===== src/common/ebw_pkg.sv =====
// constants, field layout and carrier types of the external bus wait-state interface
// assumes a single machine clock; one external cycle per machine-cycle step
package ebw_pkg;

    localparam logic [15:0] CFG_PORT_ADDR = 16'hFFFC;
    localparam logic [11:0] CFG_RESET = 12'hFFF;
    localparam logic [3:0] CFG_RSVD_READ = 4'h0;
    localparam int CFG_FIELD_W = 3;
    localparam int LOWER_PROG_LSB = 0;
    localparam int UPPER_PROG_LSB = 3;
    localparam int DATA_WAIT_LSB = 6;
    localparam int IO_WAIT_LSB = 9;
    localparam int UPPER_HALF_BIT = 15;
    localparam logic [2:0] NO_WAITS = 3'h0;
    localparam logic [7:0] GMAP_NONE = 8'h00;

    typedef enum logic [1:0] {
        SP_PROG = 2'b00,
        SP_DATA = 2'b01,
        SP_IO = 2'b10
    } ebw_space_t;

    typedef enum logic [1:0] {
        ST_IDLE = 2'b00,
        ST_SETUP = 2'b01,
        ST_ACCESS = 2'b10
    } ebw_state_t;

    typedef enum logic [1:0] {
        KIND_WR = 2'b00,
        KIND_RD = 2'b01,
        KIND_PF = 2'b10
    } ebw_kind_t;

    // one internal bus request, held by the core until its done pulse
    typedef struct packed {
        logic valid;
        ebw_space_t space;
        logic [15:0] addr;
        logic [15:0] wdata;
    } ebw_req_t;

    // external pins; all strobes and selects active low
    typedef struct packed {
        logic [15:0] addr;
        logic [15:0] dout;
        logic doe;
        logic rw;
        logic access_strobe_n;
        logic rd_n;
        logic we_n;
        logic ps_n;
        logic ds_n;
        logic is_n;
        logic br_n;
    } ebw_pins_t;

    localparam ebw_pins_t PINS_IDLE = '{
        addr: 16'h0000, dout: 16'h0000, doe: 1'b0, rw: 1'b1, access_strobe_n: 1'b1,
        rd_n: 1'b1, we_n: 1'b1, ps_n: 1'b1, ds_n: 1'b1, is_n: 1'b1, br_n: 1'b1
    };

endpackage


===== src/design/ebw_iface.sv =====
// external parallel bus interface with programmable wait-state generator
// assumes requests are synchronous to ref_clk_in and held until their done pulse
`timescale 1ns/1ns

module ebw_iface (
    input wire logic ref_clk_in,
    input wire logic rst_n_in,
    input wire ebw_pkg::ebw_req_t wr_req_in,
    input wire ebw_pkg::ebw_req_t rd_req_in,
    input wire logic [15:0] fetch_addr_in,
    input wire logic fetch_valid_in,
    input wire logic [7:0] global_map_size_in,
    input wire logic ready_in,
    input wire logic [15:0] data_in,
    output ebw_pkg::ebw_pins_t bus_out,
    output logic wr_done_out,
    output logic rd_done_out,
    output logic fetch_done_out,
    output logic [15:0] rdata_out
);

    typedef struct packed {
        ebw_pkg::ebw_state_t st;
        logic [2:0] cnt;
        ebw_pkg::ebw_kind_t kind;
        logic [11:0] cfg;
        ebw_pkg::ebw_pins_t pins;
        logic done_wr;
        logic done_rd;
        logic done_pf;
        logic [15:0] rdata;
    } ebw_regs_t;

    localparam ebw_regs_t REGS_RESET = '{
        st: ebw_pkg::ST_IDLE, cnt: ebw_pkg::NO_WAITS, kind: ebw_pkg::KIND_WR,
        cfg: ebw_pkg::CFG_RESET, pins: ebw_pkg::PINS_IDLE, done_wr: 1'b0,
        done_rd: 1'b0, done_pf: 1'b0, rdata: 16'h0000
    };

    logic [1:0] rst_sync;
    logic rst_n;
    ebw_regs_t r;
    ebw_regs_t next_r;

    // decode of the 3-bit wait field for the addressed space
    function automatic logic [2:0] wait_count(input ebw_pkg::ebw_space_t sp,
                                              input logic [15:0] a,
                                              input logic [11:0] cfg);
        logic [2:0] w;
        w = ebw_pkg::NO_WAITS;
        unique case (sp)
            ebw_pkg::SP_PROG: begin
                if (a[ebw_pkg::UPPER_HALF_BIT]) begin
                    w = cfg[ebw_pkg::UPPER_PROG_LSB +: ebw_pkg::CFG_FIELD_W];
                end else begin
                    w = cfg[ebw_pkg::LOWER_PROG_LSB +: ebw_pkg::CFG_FIELD_W];
                end
            end
            ebw_pkg::SP_DATA: w = cfg[ebw_pkg::DATA_WAIT_LSB +: ebw_pkg::CFG_FIELD_W];
            ebw_pkg::SP_IO: w = cfg[ebw_pkg::IO_WAIT_LSB +: ebw_pkg::CFG_FIELD_W];
            default: w = cfg[ebw_pkg::IO_WAIT_LSB +: ebw_pkg::CFG_FIELD_W];
        endcase
        return w;
    endfunction

    // global region lies only in the upper half; map size gives its lower bound
    function automatic logic is_global(input logic [15:0] a, input logic [7:0] gmap);
        return a[ebw_pkg::UPPER_HALF_BIT] && gmap[7] && (a[15:8] >= gmap)
            && (gmap != ebw_pkg::GMAP_NONE);
    endfunction

    function automatic logic is_cfg_port(input ebw_pkg::ebw_req_t q);
        return (q.space == ebw_pkg::SP_IO) && (q.addr == ebw_pkg::CFG_PORT_ADDR);
    endfunction

    // the reset copy drops asynchronously, so an external write is cut off at once
    always_ff @(posedge ref_clk_in or negedge rst_n_in) begin
        if (!rst_n_in) begin
            rst_sync <= 2'b00;
        end else begin
            rst_sync <= {rst_sync[0], 1'b1};
        end
    end
    assign rst_n = rst_sync[1];

    logic wr_ok;
    logic rd_ok;
    logic pf_ok;
    logic sel_any;
    logic sel_wr;
    ebw_pkg::ebw_kind_t sel_kind;
    ebw_pkg::ebw_req_t sel_req;

    always_comb begin
        next_r = r;
        next_r.done_wr = 1'b0;
        next_r.done_rd = 1'b0;
        next_r.done_pf = 1'b0;
        // a request whose done is showing is not taken again this cycle
        wr_ok = wr_req_in.valid && !r.done_wr;
        rd_ok = rd_req_in.valid && !r.done_rd;
        pf_ok = fetch_valid_in && !r.done_pf;
        sel_any = wr_ok || rd_ok || pf_ok;
        sel_req = '{valid: pf_ok, space: ebw_pkg::SP_PROG, addr: fetch_addr_in,
                    wdata: 16'h0000};
        sel_kind = ebw_pkg::KIND_PF;
        if (wr_ok) begin
            sel_req = wr_req_in;
            sel_kind = ebw_pkg::KIND_WR;
        end else if (rd_ok) begin
            sel_req = rd_req_in;
            sel_kind = ebw_pkg::KIND_RD;
        end
        sel_wr = (sel_kind == ebw_pkg::KIND_WR);
        unique case (r.st)
            ebw_pkg::ST_IDLE: begin
                next_r.pins.access_strobe_n = 1'b1;
                next_r.pins.rd_n = 1'b1;
                next_r.pins.we_n = 1'b1;
                next_r.pins.ps_n = 1'b1;
                next_r.pins.ds_n = 1'b1;
                next_r.pins.is_n = 1'b1;
                next_r.pins.br_n = 1'b1;
                next_r.pins.doe = 1'b0;
                next_r.pins.rw = 1'b1;
                if (sel_any && is_cfg_port(sel_req)) begin
                    // on-chip port: served internally, no external cycle
                    if (sel_wr) begin
                        next_r.cfg = sel_req.wdata[11:0];
                        next_r.done_wr = 1'b1;
                    end else begin
                        next_r.rdata = {ebw_pkg::CFG_RSVD_READ, r.cfg};
                        next_r.done_rd = (sel_kind == ebw_pkg::KIND_RD);
                        next_r.done_pf = (sel_kind == ebw_pkg::KIND_PF);
                    end
                end else if (sel_any) begin
                    next_r.kind = sel_kind;
                    next_r.cnt = wait_count(sel_req.space, sel_req.addr, r.cfg);
                    next_r.pins.addr = sel_req.addr;
                    next_r.pins.rw = !sel_wr;
                    next_r.pins.access_strobe_n = 1'b0;
                    next_r.pins.ps_n = (sel_req.space != ebw_pkg::SP_PROG);
                    next_r.pins.ds_n = (sel_req.space != ebw_pkg::SP_DATA);
                    next_r.pins.is_n = (sel_req.space != ebw_pkg::SP_IO);
                    next_r.pins.br_n = !((sel_kind != ebw_pkg::KIND_PF)
                        && (sel_req.space == ebw_pkg::SP_DATA)
                        && is_global(sel_req.addr, global_map_size_in));
                    if (sel_wr) begin
                        // extra setup cycle turns the data bus around before write enable
                        next_r.st = ebw_pkg::ST_SETUP;
                        next_r.pins.dout = sel_req.wdata;
                        next_r.pins.doe = 1'b1;
                    end else begin
                        next_r.st = ebw_pkg::ST_ACCESS;
                        next_r.pins.rd_n = 1'b0;
                    end
                end
            end
            ebw_pkg::ST_SETUP: begin
                next_r.st = ebw_pkg::ST_ACCESS;
                next_r.pins.we_n = 1'b0;
            end
            ebw_pkg::ST_ACCESS: begin
                if (r.cnt != ebw_pkg::NO_WAITS) begin
                    next_r.cnt = r.cnt - 3'h1;
                end else if (ready_in) begin
                    next_r.st = ebw_pkg::ST_IDLE;
                    next_r.pins.access_strobe_n = 1'b1;
                    next_r.pins.rd_n = 1'b1;
                    next_r.pins.we_n = 1'b1;
                    next_r.pins.ps_n = 1'b1;
                    next_r.pins.ds_n = 1'b1;
                    next_r.pins.is_n = 1'b1;
                    next_r.pins.br_n = 1'b1;
                    next_r.pins.doe = 1'b0;
                    next_r.pins.rw = 1'b1;
                    next_r.done_wr = (r.kind == ebw_pkg::KIND_WR);
                    next_r.done_rd = (r.kind == ebw_pkg::KIND_RD);
                    next_r.done_pf = (r.kind == ebw_pkg::KIND_PF);
                    if (r.kind != ebw_pkg::KIND_WR) begin
                        next_r.rdata = data_in;
                    end
                end
            end
            default: next_r = REGS_RESET;
        endcase
    end

    always_ff @(posedge ref_clk_in or negedge rst_n) begin
        if (!rst_n) begin
            r <= REGS_RESET;
        end else begin
            r <= next_r;
        end
    end

    assign bus_out = r.pins;
    assign wr_done_out = r.done_wr;
    assign rd_done_out = r.done_rd;
    assign fetch_done_out = r.done_pf;
    assign rdata_out = r.rdata;

    a_read_direction: assert property (@(posedge ref_clk_in) disable iff (!rst_n)
        !r.pins.rd_n |-> (r.pins.rw && !r.pins.access_strobe_n))
        else $error("read strobe without read direction or access strobe");

    a_strobe_every: assert property (@(posedge ref_clk_in) disable iff (!rst_n)
        (r.st != ebw_pkg::ST_IDLE) |-> !r.pins.access_strobe_n)
        else $error("external cycle without access strobe");

    a_write_strobe_only: assert property (@(posedge ref_clk_in) disable iff (!rst_n)
        !r.pins.we_n |-> (!r.pins.rw && r.pins.rd_n && r.pins.doe))
        else $error("write enable outside a write cycle");

    a_ready_holds: assert property (@(posedge ref_clk_in) disable iff (!rst_n)
        (r.st == ebw_pkg::ST_ACCESS && r.cnt == ebw_pkg::NO_WAITS && !ready_in)
        |=> (r.st == ebw_pkg::ST_ACCESS && !r.done_wr && !r.done_rd && !r.done_pf))
        else $error("access ended without ready");

    a_global_request: assert property (@(posedge ref_clk_in) disable iff (!rst_n)
        !r.pins.br_n |-> (!r.pins.ds_n && r.pins.addr[ebw_pkg::UPPER_HALF_BIT]))
        else $error("global request outside upper data space");

    a_zero_wait_read: assert property (@(posedge ref_clk_in) disable iff (!rst_n)
        (r.st == ebw_pkg::ST_ACCESS && r.kind == ebw_pkg::KIND_RD
         && r.cnt == ebw_pkg::NO_WAITS && ready_in)
        |=> (r.done_rd && r.st == ebw_pkg::ST_IDLE))
        else $error("ready read did not complete");

    a_write_two_cycles: assert property (@(posedge ref_clk_in) disable iff (!rst_n)
        $fell(r.pins.we_n) |-> ($past(r.st) == ebw_pkg::ST_SETUP && $past(!r.pins.access_strobe_n)))
        else $error("write enable without setup cycle");

    a_programmed_waits: assert property (@(posedge ref_clk_in) disable iff (!rst_n)
        (r.st == ebw_pkg::ST_ACCESS && r.cnt != ebw_pkg::NO_WAITS)
        |=> (r.st == ebw_pkg::ST_ACCESS && r.cnt == $past(r.cnt) - 3'h1))
        else $error("programmed wait cut short");

    a_cfg_read_zero: assert property (@(posedge ref_clk_in) disable iff (!rst_n)
        (r.st == ebw_pkg::ST_IDLE && !wr_req_in.valid && rd_req_in.valid && !r.done_rd
         && is_cfg_port(rd_req_in))
        |=> (r.done_rd && r.rdata[15:12] == ebw_pkg::CFG_RSVD_READ
             && r.rdata[11:0] == $past(r.cfg)))
        else $error("configuration read wrong");

    a_write_first: assert property (@(posedge ref_clk_in) disable iff (!rst_n)
        (r.st == ebw_pkg::ST_IDLE && wr_req_in.valid && !r.done_wr && !is_cfg_port(wr_req_in))
        |=> (r.kind == ebw_pkg::KIND_WR && r.st == ebw_pkg::ST_SETUP))
        else $error("write not served first");

    a_select_one: assert property (@(posedge ref_clk_in) disable iff (!rst_n)
        !r.pins.access_strobe_n |-> $onehot({!r.pins.ps_n, !r.pins.ds_n, !r.pins.is_n}))
        else $error("external cycle without exactly one space select");

    a_global_no_fetch: assert property (@(posedge ref_clk_in) disable iff (!rst_n)
        !r.pins.br_n |-> (r.kind != ebw_pkg::KIND_PF && r.st != ebw_pkg::ST_IDLE))
        else $error("global request outside a data access");

endmodule


===== config.mk =====
export PLATFORM = sky130hd
export DESIGN_NAME = ebw_iface
export DESIGN_NICKNAME = d
export VERILOG_FILES = /design/src/common/ebw_pkg.sv /design/src/design/ebw_iface.sv
export SDC_FILE = /design/constraint.sdc
export NUM_CORES = 1
export LEC_CHECK = 0
export BUFFER_PORTS_ARGS = -buffer_cell sky130_fd_sc_hd__buf_2
export CORE_AREA = 4 4 103 115
export CTS_CLUSTER_SIZE = 10
export DETAILED_ROUTE_END_ITERATION = 16
export DIE_AREA = 0 0 107 119
export GPL_TIMING_DRIVEN = 0
export PLACE_DENSITY_LB_ADDON = 0.3
export SYNTH_ARGS = -nofsm -noshare
export SYNTH_HDL_FRONTEND = slang
export SYNTH_SLANG_ARGS = --single-unit

===== constraint.sdc =====
create_clock -name ref_clk_in -period 5.9 [get_ports ref_clk_in]
set_clock_uncertainty 0.05 [all_clocks]
set_input_delay 0 -clock ref_clk_in [delete_from_list [all_inputs] [get_ports ref_clk_in]]
set_output_delay 0 -clock ref_clk_in [all_outputs]
set_load 0.005 [all_outputs]

==> metrics.txt <==
synthesized area approximately 4800 µm²; Worst slew margin 0.4208; die height 119 µm; HP Start wr_req_in[18]; Final Max Slew Viols 0; slowest stage delay, CP around 0.48 ns; GRT Util Overall 0.2242; WP data arrival 3.49 ns; ANT nets after route 0; ys async rst share 1.000; io pins 174; Unique masters post-synth 64; initial antenna violation count 0; Vias/cell 5.309; cts hold-fix bufs 41; Syn-to-layout area delta 36.31%; vias in the first global route 4619; Critical Path Sink Type register; post-CTS setup repair buffer count 0; Data required, critical path between 6 and 7 ns; RSZ-0062 raised after global routing false; Final Hold Fails 0; clk sinks 81; Post-Syn Instances about 470; Root Driver clkbuf_16; DRC 0; register bit total from synthesis 81; Filler Cell Count 935; R2R Setup Slk 2.59 ns; mux cell area share after synthesis 0.06553; Post-synth top flop dfrtp_1; Worst R2R Start wr_done_out; CP most frequent cell buf_2; final wirelength 14000 µm; post-synthesis adder-cell area fraction 0.03885; hold path depth 4; register area share after synthesis 0.4248; 1st-iter DRT viols approximately 220; Die Wd 107 µm; layout cell share with drive strength beyond 1 0.4288; Fin Hold WS 0.02008 ns; die area 12730 µm²; worst setup path startpoint wr_done_out; Compound-Gate Fraction of Synth Area 0.2209; synthesized area per cell 10.39 µm²; total power 2575 µW; final setup fails 0; Final Worst Setup Slack 2.588 ns; Nets 805; WS Path Type register to register; setup slack at placement ~2.7 ns; crit-path cells nor2b_1 > buf_2 > nand3b_1 > a221oi_1 > nand4_2 > nor2_1 > nor3_1 > buf_2 > a32o_1; clk buf depth 2; Worst Hold Class input pin to register; Gates resized, CTS repair 0; Slowest cell on crit path nor2_1; Final TNS setup 0 ns; Simple-Gate Fraction of Synth Area 0.1171; fin crit share 0.5614; Pwr Density 391.0 nW/µm²; largest family of logic cells by synthesized area compound AO/OA/AOI/OAI gates; Starting Density 0.4511; largest net degree at the start of global routing 54; average wire per cell in the routed design 16.91 µm; Core ar. 10710 µm²; startpoint types register; Vias 4396; crit path max fanout 10; Final min period 3.312 ns; Cell Rows 40; R2R cell count 9; clock transition at the registers of the reported paths ~0.07 ns; final RePlAce weighted congestion 0.8199; Post-Syn Nets between 500 and 600; worst skew pair latency 0.34 ns; worst vdd ir 0.2037 mV; H-tree depth 3; DR pass1 iterations 5; DP HPWL 10560 µm; port bufs 157; YS warnings 0; worst slew pin tran around 0.86 ns; Post-synth EDFFs 0; status finished, final reports clean; maximum clock frequency roughly 0.30 GHz; max-cap violations 0; CTS tree built; first-pass GRT wire length 22850 µm; Synth Area in XOR/XNOR 0; Num CTS Buffers 9; ant diodes 0; total gr overflow 0; leakage 0.003359 µW
[layout make-up]
type                            count  area [µm²]  share of cell area
Clock buffer                        9       225.2             0.03420
Timing Repair Buffer              200        1234              0.1873
Multi-Input combinational cell    280        2141              0.3251
Sequential cell                    81        2056              0.3122
Clock inverter                      7       107.6             0.01634
Buffer                             84       563.0             0.08550
Tap cell                          147       183.9             0.02793
Inverter                           20       75.07             0.01140
[where the power goes]
group          leakage [µW]  switching [µW]  total [µW]  internal (µW)
sequential          0.00102            92.8         803            710
combinational       0.00217             588        1150            562
clock              0.000160             243         622            380
total               0.00336             923        2570           1650
[state kept, by name, summed over array words and instances, names as in the netlist]
signal / count
rd_done_out: 1
rst_sync: 2
wr_done_out: 1
r: 19
bus_out: 41
fetch_done_out: 1
rdata_out: 16
[worst paths after layout]
check	end
max	bus_out[16]
min	bus_out[27]
max reg2reg	bus_out[16]
min reg2reg	bus_out[8]
max in group asynchronous	r[65]
min in group asynchronous	bus_out[8]
[placed cells by master (no fill, tap or decap), types with 2 or more instances in the layout]
cell           netlist  final
mux2_2               8      8
mux2_4               7      7
nor3_1               6      6
nand4_1              2      2
a221oi_1             2      2
or2_2                3      3
buf_1                4      4
a2bb2oi_1            3      3
inv_6                0      2
a22o_1              24     24
a21oi_1             18     18
o22a_1              12     12
a22oi_1              4      4
nor2b_1              4      4
dfstp_2             20     20
nor4_1               5      5
clkbuf_16            0      9
buf_2                8    165
nand2_1             25     25
inv_1               20     20
dfrtp_1             61     60
ha_1                15     15
o2bb2ai_1            6      6
a21o_1               5      5
o21ai_0             11     11
and3b_1              7      7
or3_1                4      4
inv_8                0      2
buf_6                2      2
nand2b_1             4      4
a31oi_1              9      9
nand3_1              3      3
a32o_1              16     16
clkbuf_1            10     10
mux2i_1             11     11
a211oi_1             7      7
dlygate4sd3_1        0     42
buf_4               59     59
nor2_1              31     31
bufinv_16            0      2
[per-layer routing]
| metal | vias up | GRT usage | part of all wire |
|---|---|---|---|
| met4 | 0 | 0.09193 | 0.028 |
| li1 | 2082 | - | - |
| met5 | - | 0 | 0 |
| met2 | 161 | 0.3890 | 0.51 |
| met3 | 30 | 0.04282 | 0.054 |
| met1 | 2123 | 0.2709 | 0.41 |
[per-stage QoR]
step           instances  instance area [µm²]  utilization
5_1_grt              828                 6585       0.6148
3_5_place_dp         770                 5832       0.5445
3_3_place_gp         769                 5801       0.5416
2_1_floorplan        465                 4831            -
6_report             828                 6585       0.6148
4_1_cts              827                 6575       0.6139
[Yosys cell counts, types with 3 or more instances]
master | number | area share
dfstp_2 | 20 | 0.11
o2bb2ai_1 | 6 | 0.011
mux2_2 | 8 | 0.019
a22o_1 | 24 | 0.044
a211oi_1 | 7 | 0.011
a31oi_1 | 9 | 0.012
o21ai_0 | 11 | 0.011
and3b_1 | 7 | 0.013
nand2b_1 | 4 | 0.0052
or3_1 | 4 | 0.0052
a2bb2oi_1 | 3 | 0.0054
nor2b_1 | 4 | 0.0052
buf_1 | 4 | 0.0031
dfrtp_1 | 61 | 0.32
inv_1 | 20 | 0.016
buf_4 | 59 | 0.092
o22a_1 | 12 | 0.022
a22oi_1 | 4 | 0.0062
ha_1 | 15 | 0.039
buf_2 | 8 | 0.0083
a32o_1 | 16 | 0.033
a21oi_1 | 18 | 0.019
or2_2 | 3 | 0.0039
nor4_1 | 5 | 0.0065
nor2_1 | 31 | 0.024
mux2i_1 | 11 | 0.023
nand2_1 | 25 | 0.019
clkbuf_1 | 10 | 0.0078
mux2_4 | 7 | 0.022
nand3_1 | 3 | 0.0031
a21o_1 | 5 | 0.0078
nor3_1 | 6 | 0.0062
[kinds of logic (layout without fill, tap and decap cells)]
kind of cell / after synthesis / count (layout)
mux: 27 / 27
flops: 81 / 81
compound gates: 132 / 132
buf+inv: 104 / 320
fa+ha+maj: 15 / 15
other cells: 1 / 1
simple gates: 105 / 105
[critical path, delay by kind of cell, from the launching register on]
| family | cells | cell delay [ns] |
|---|---|---|
| buffers and inverters | 2 | 0.58 |
| AO/OA/AOI/OAI | 2 | 0.66 |
| flip-flops | 1 | 0.41 |
| AND/OR/NAND/NOR | 5 | 1.50 |
No activity file was read; power rests on OpenSTA's default activity.
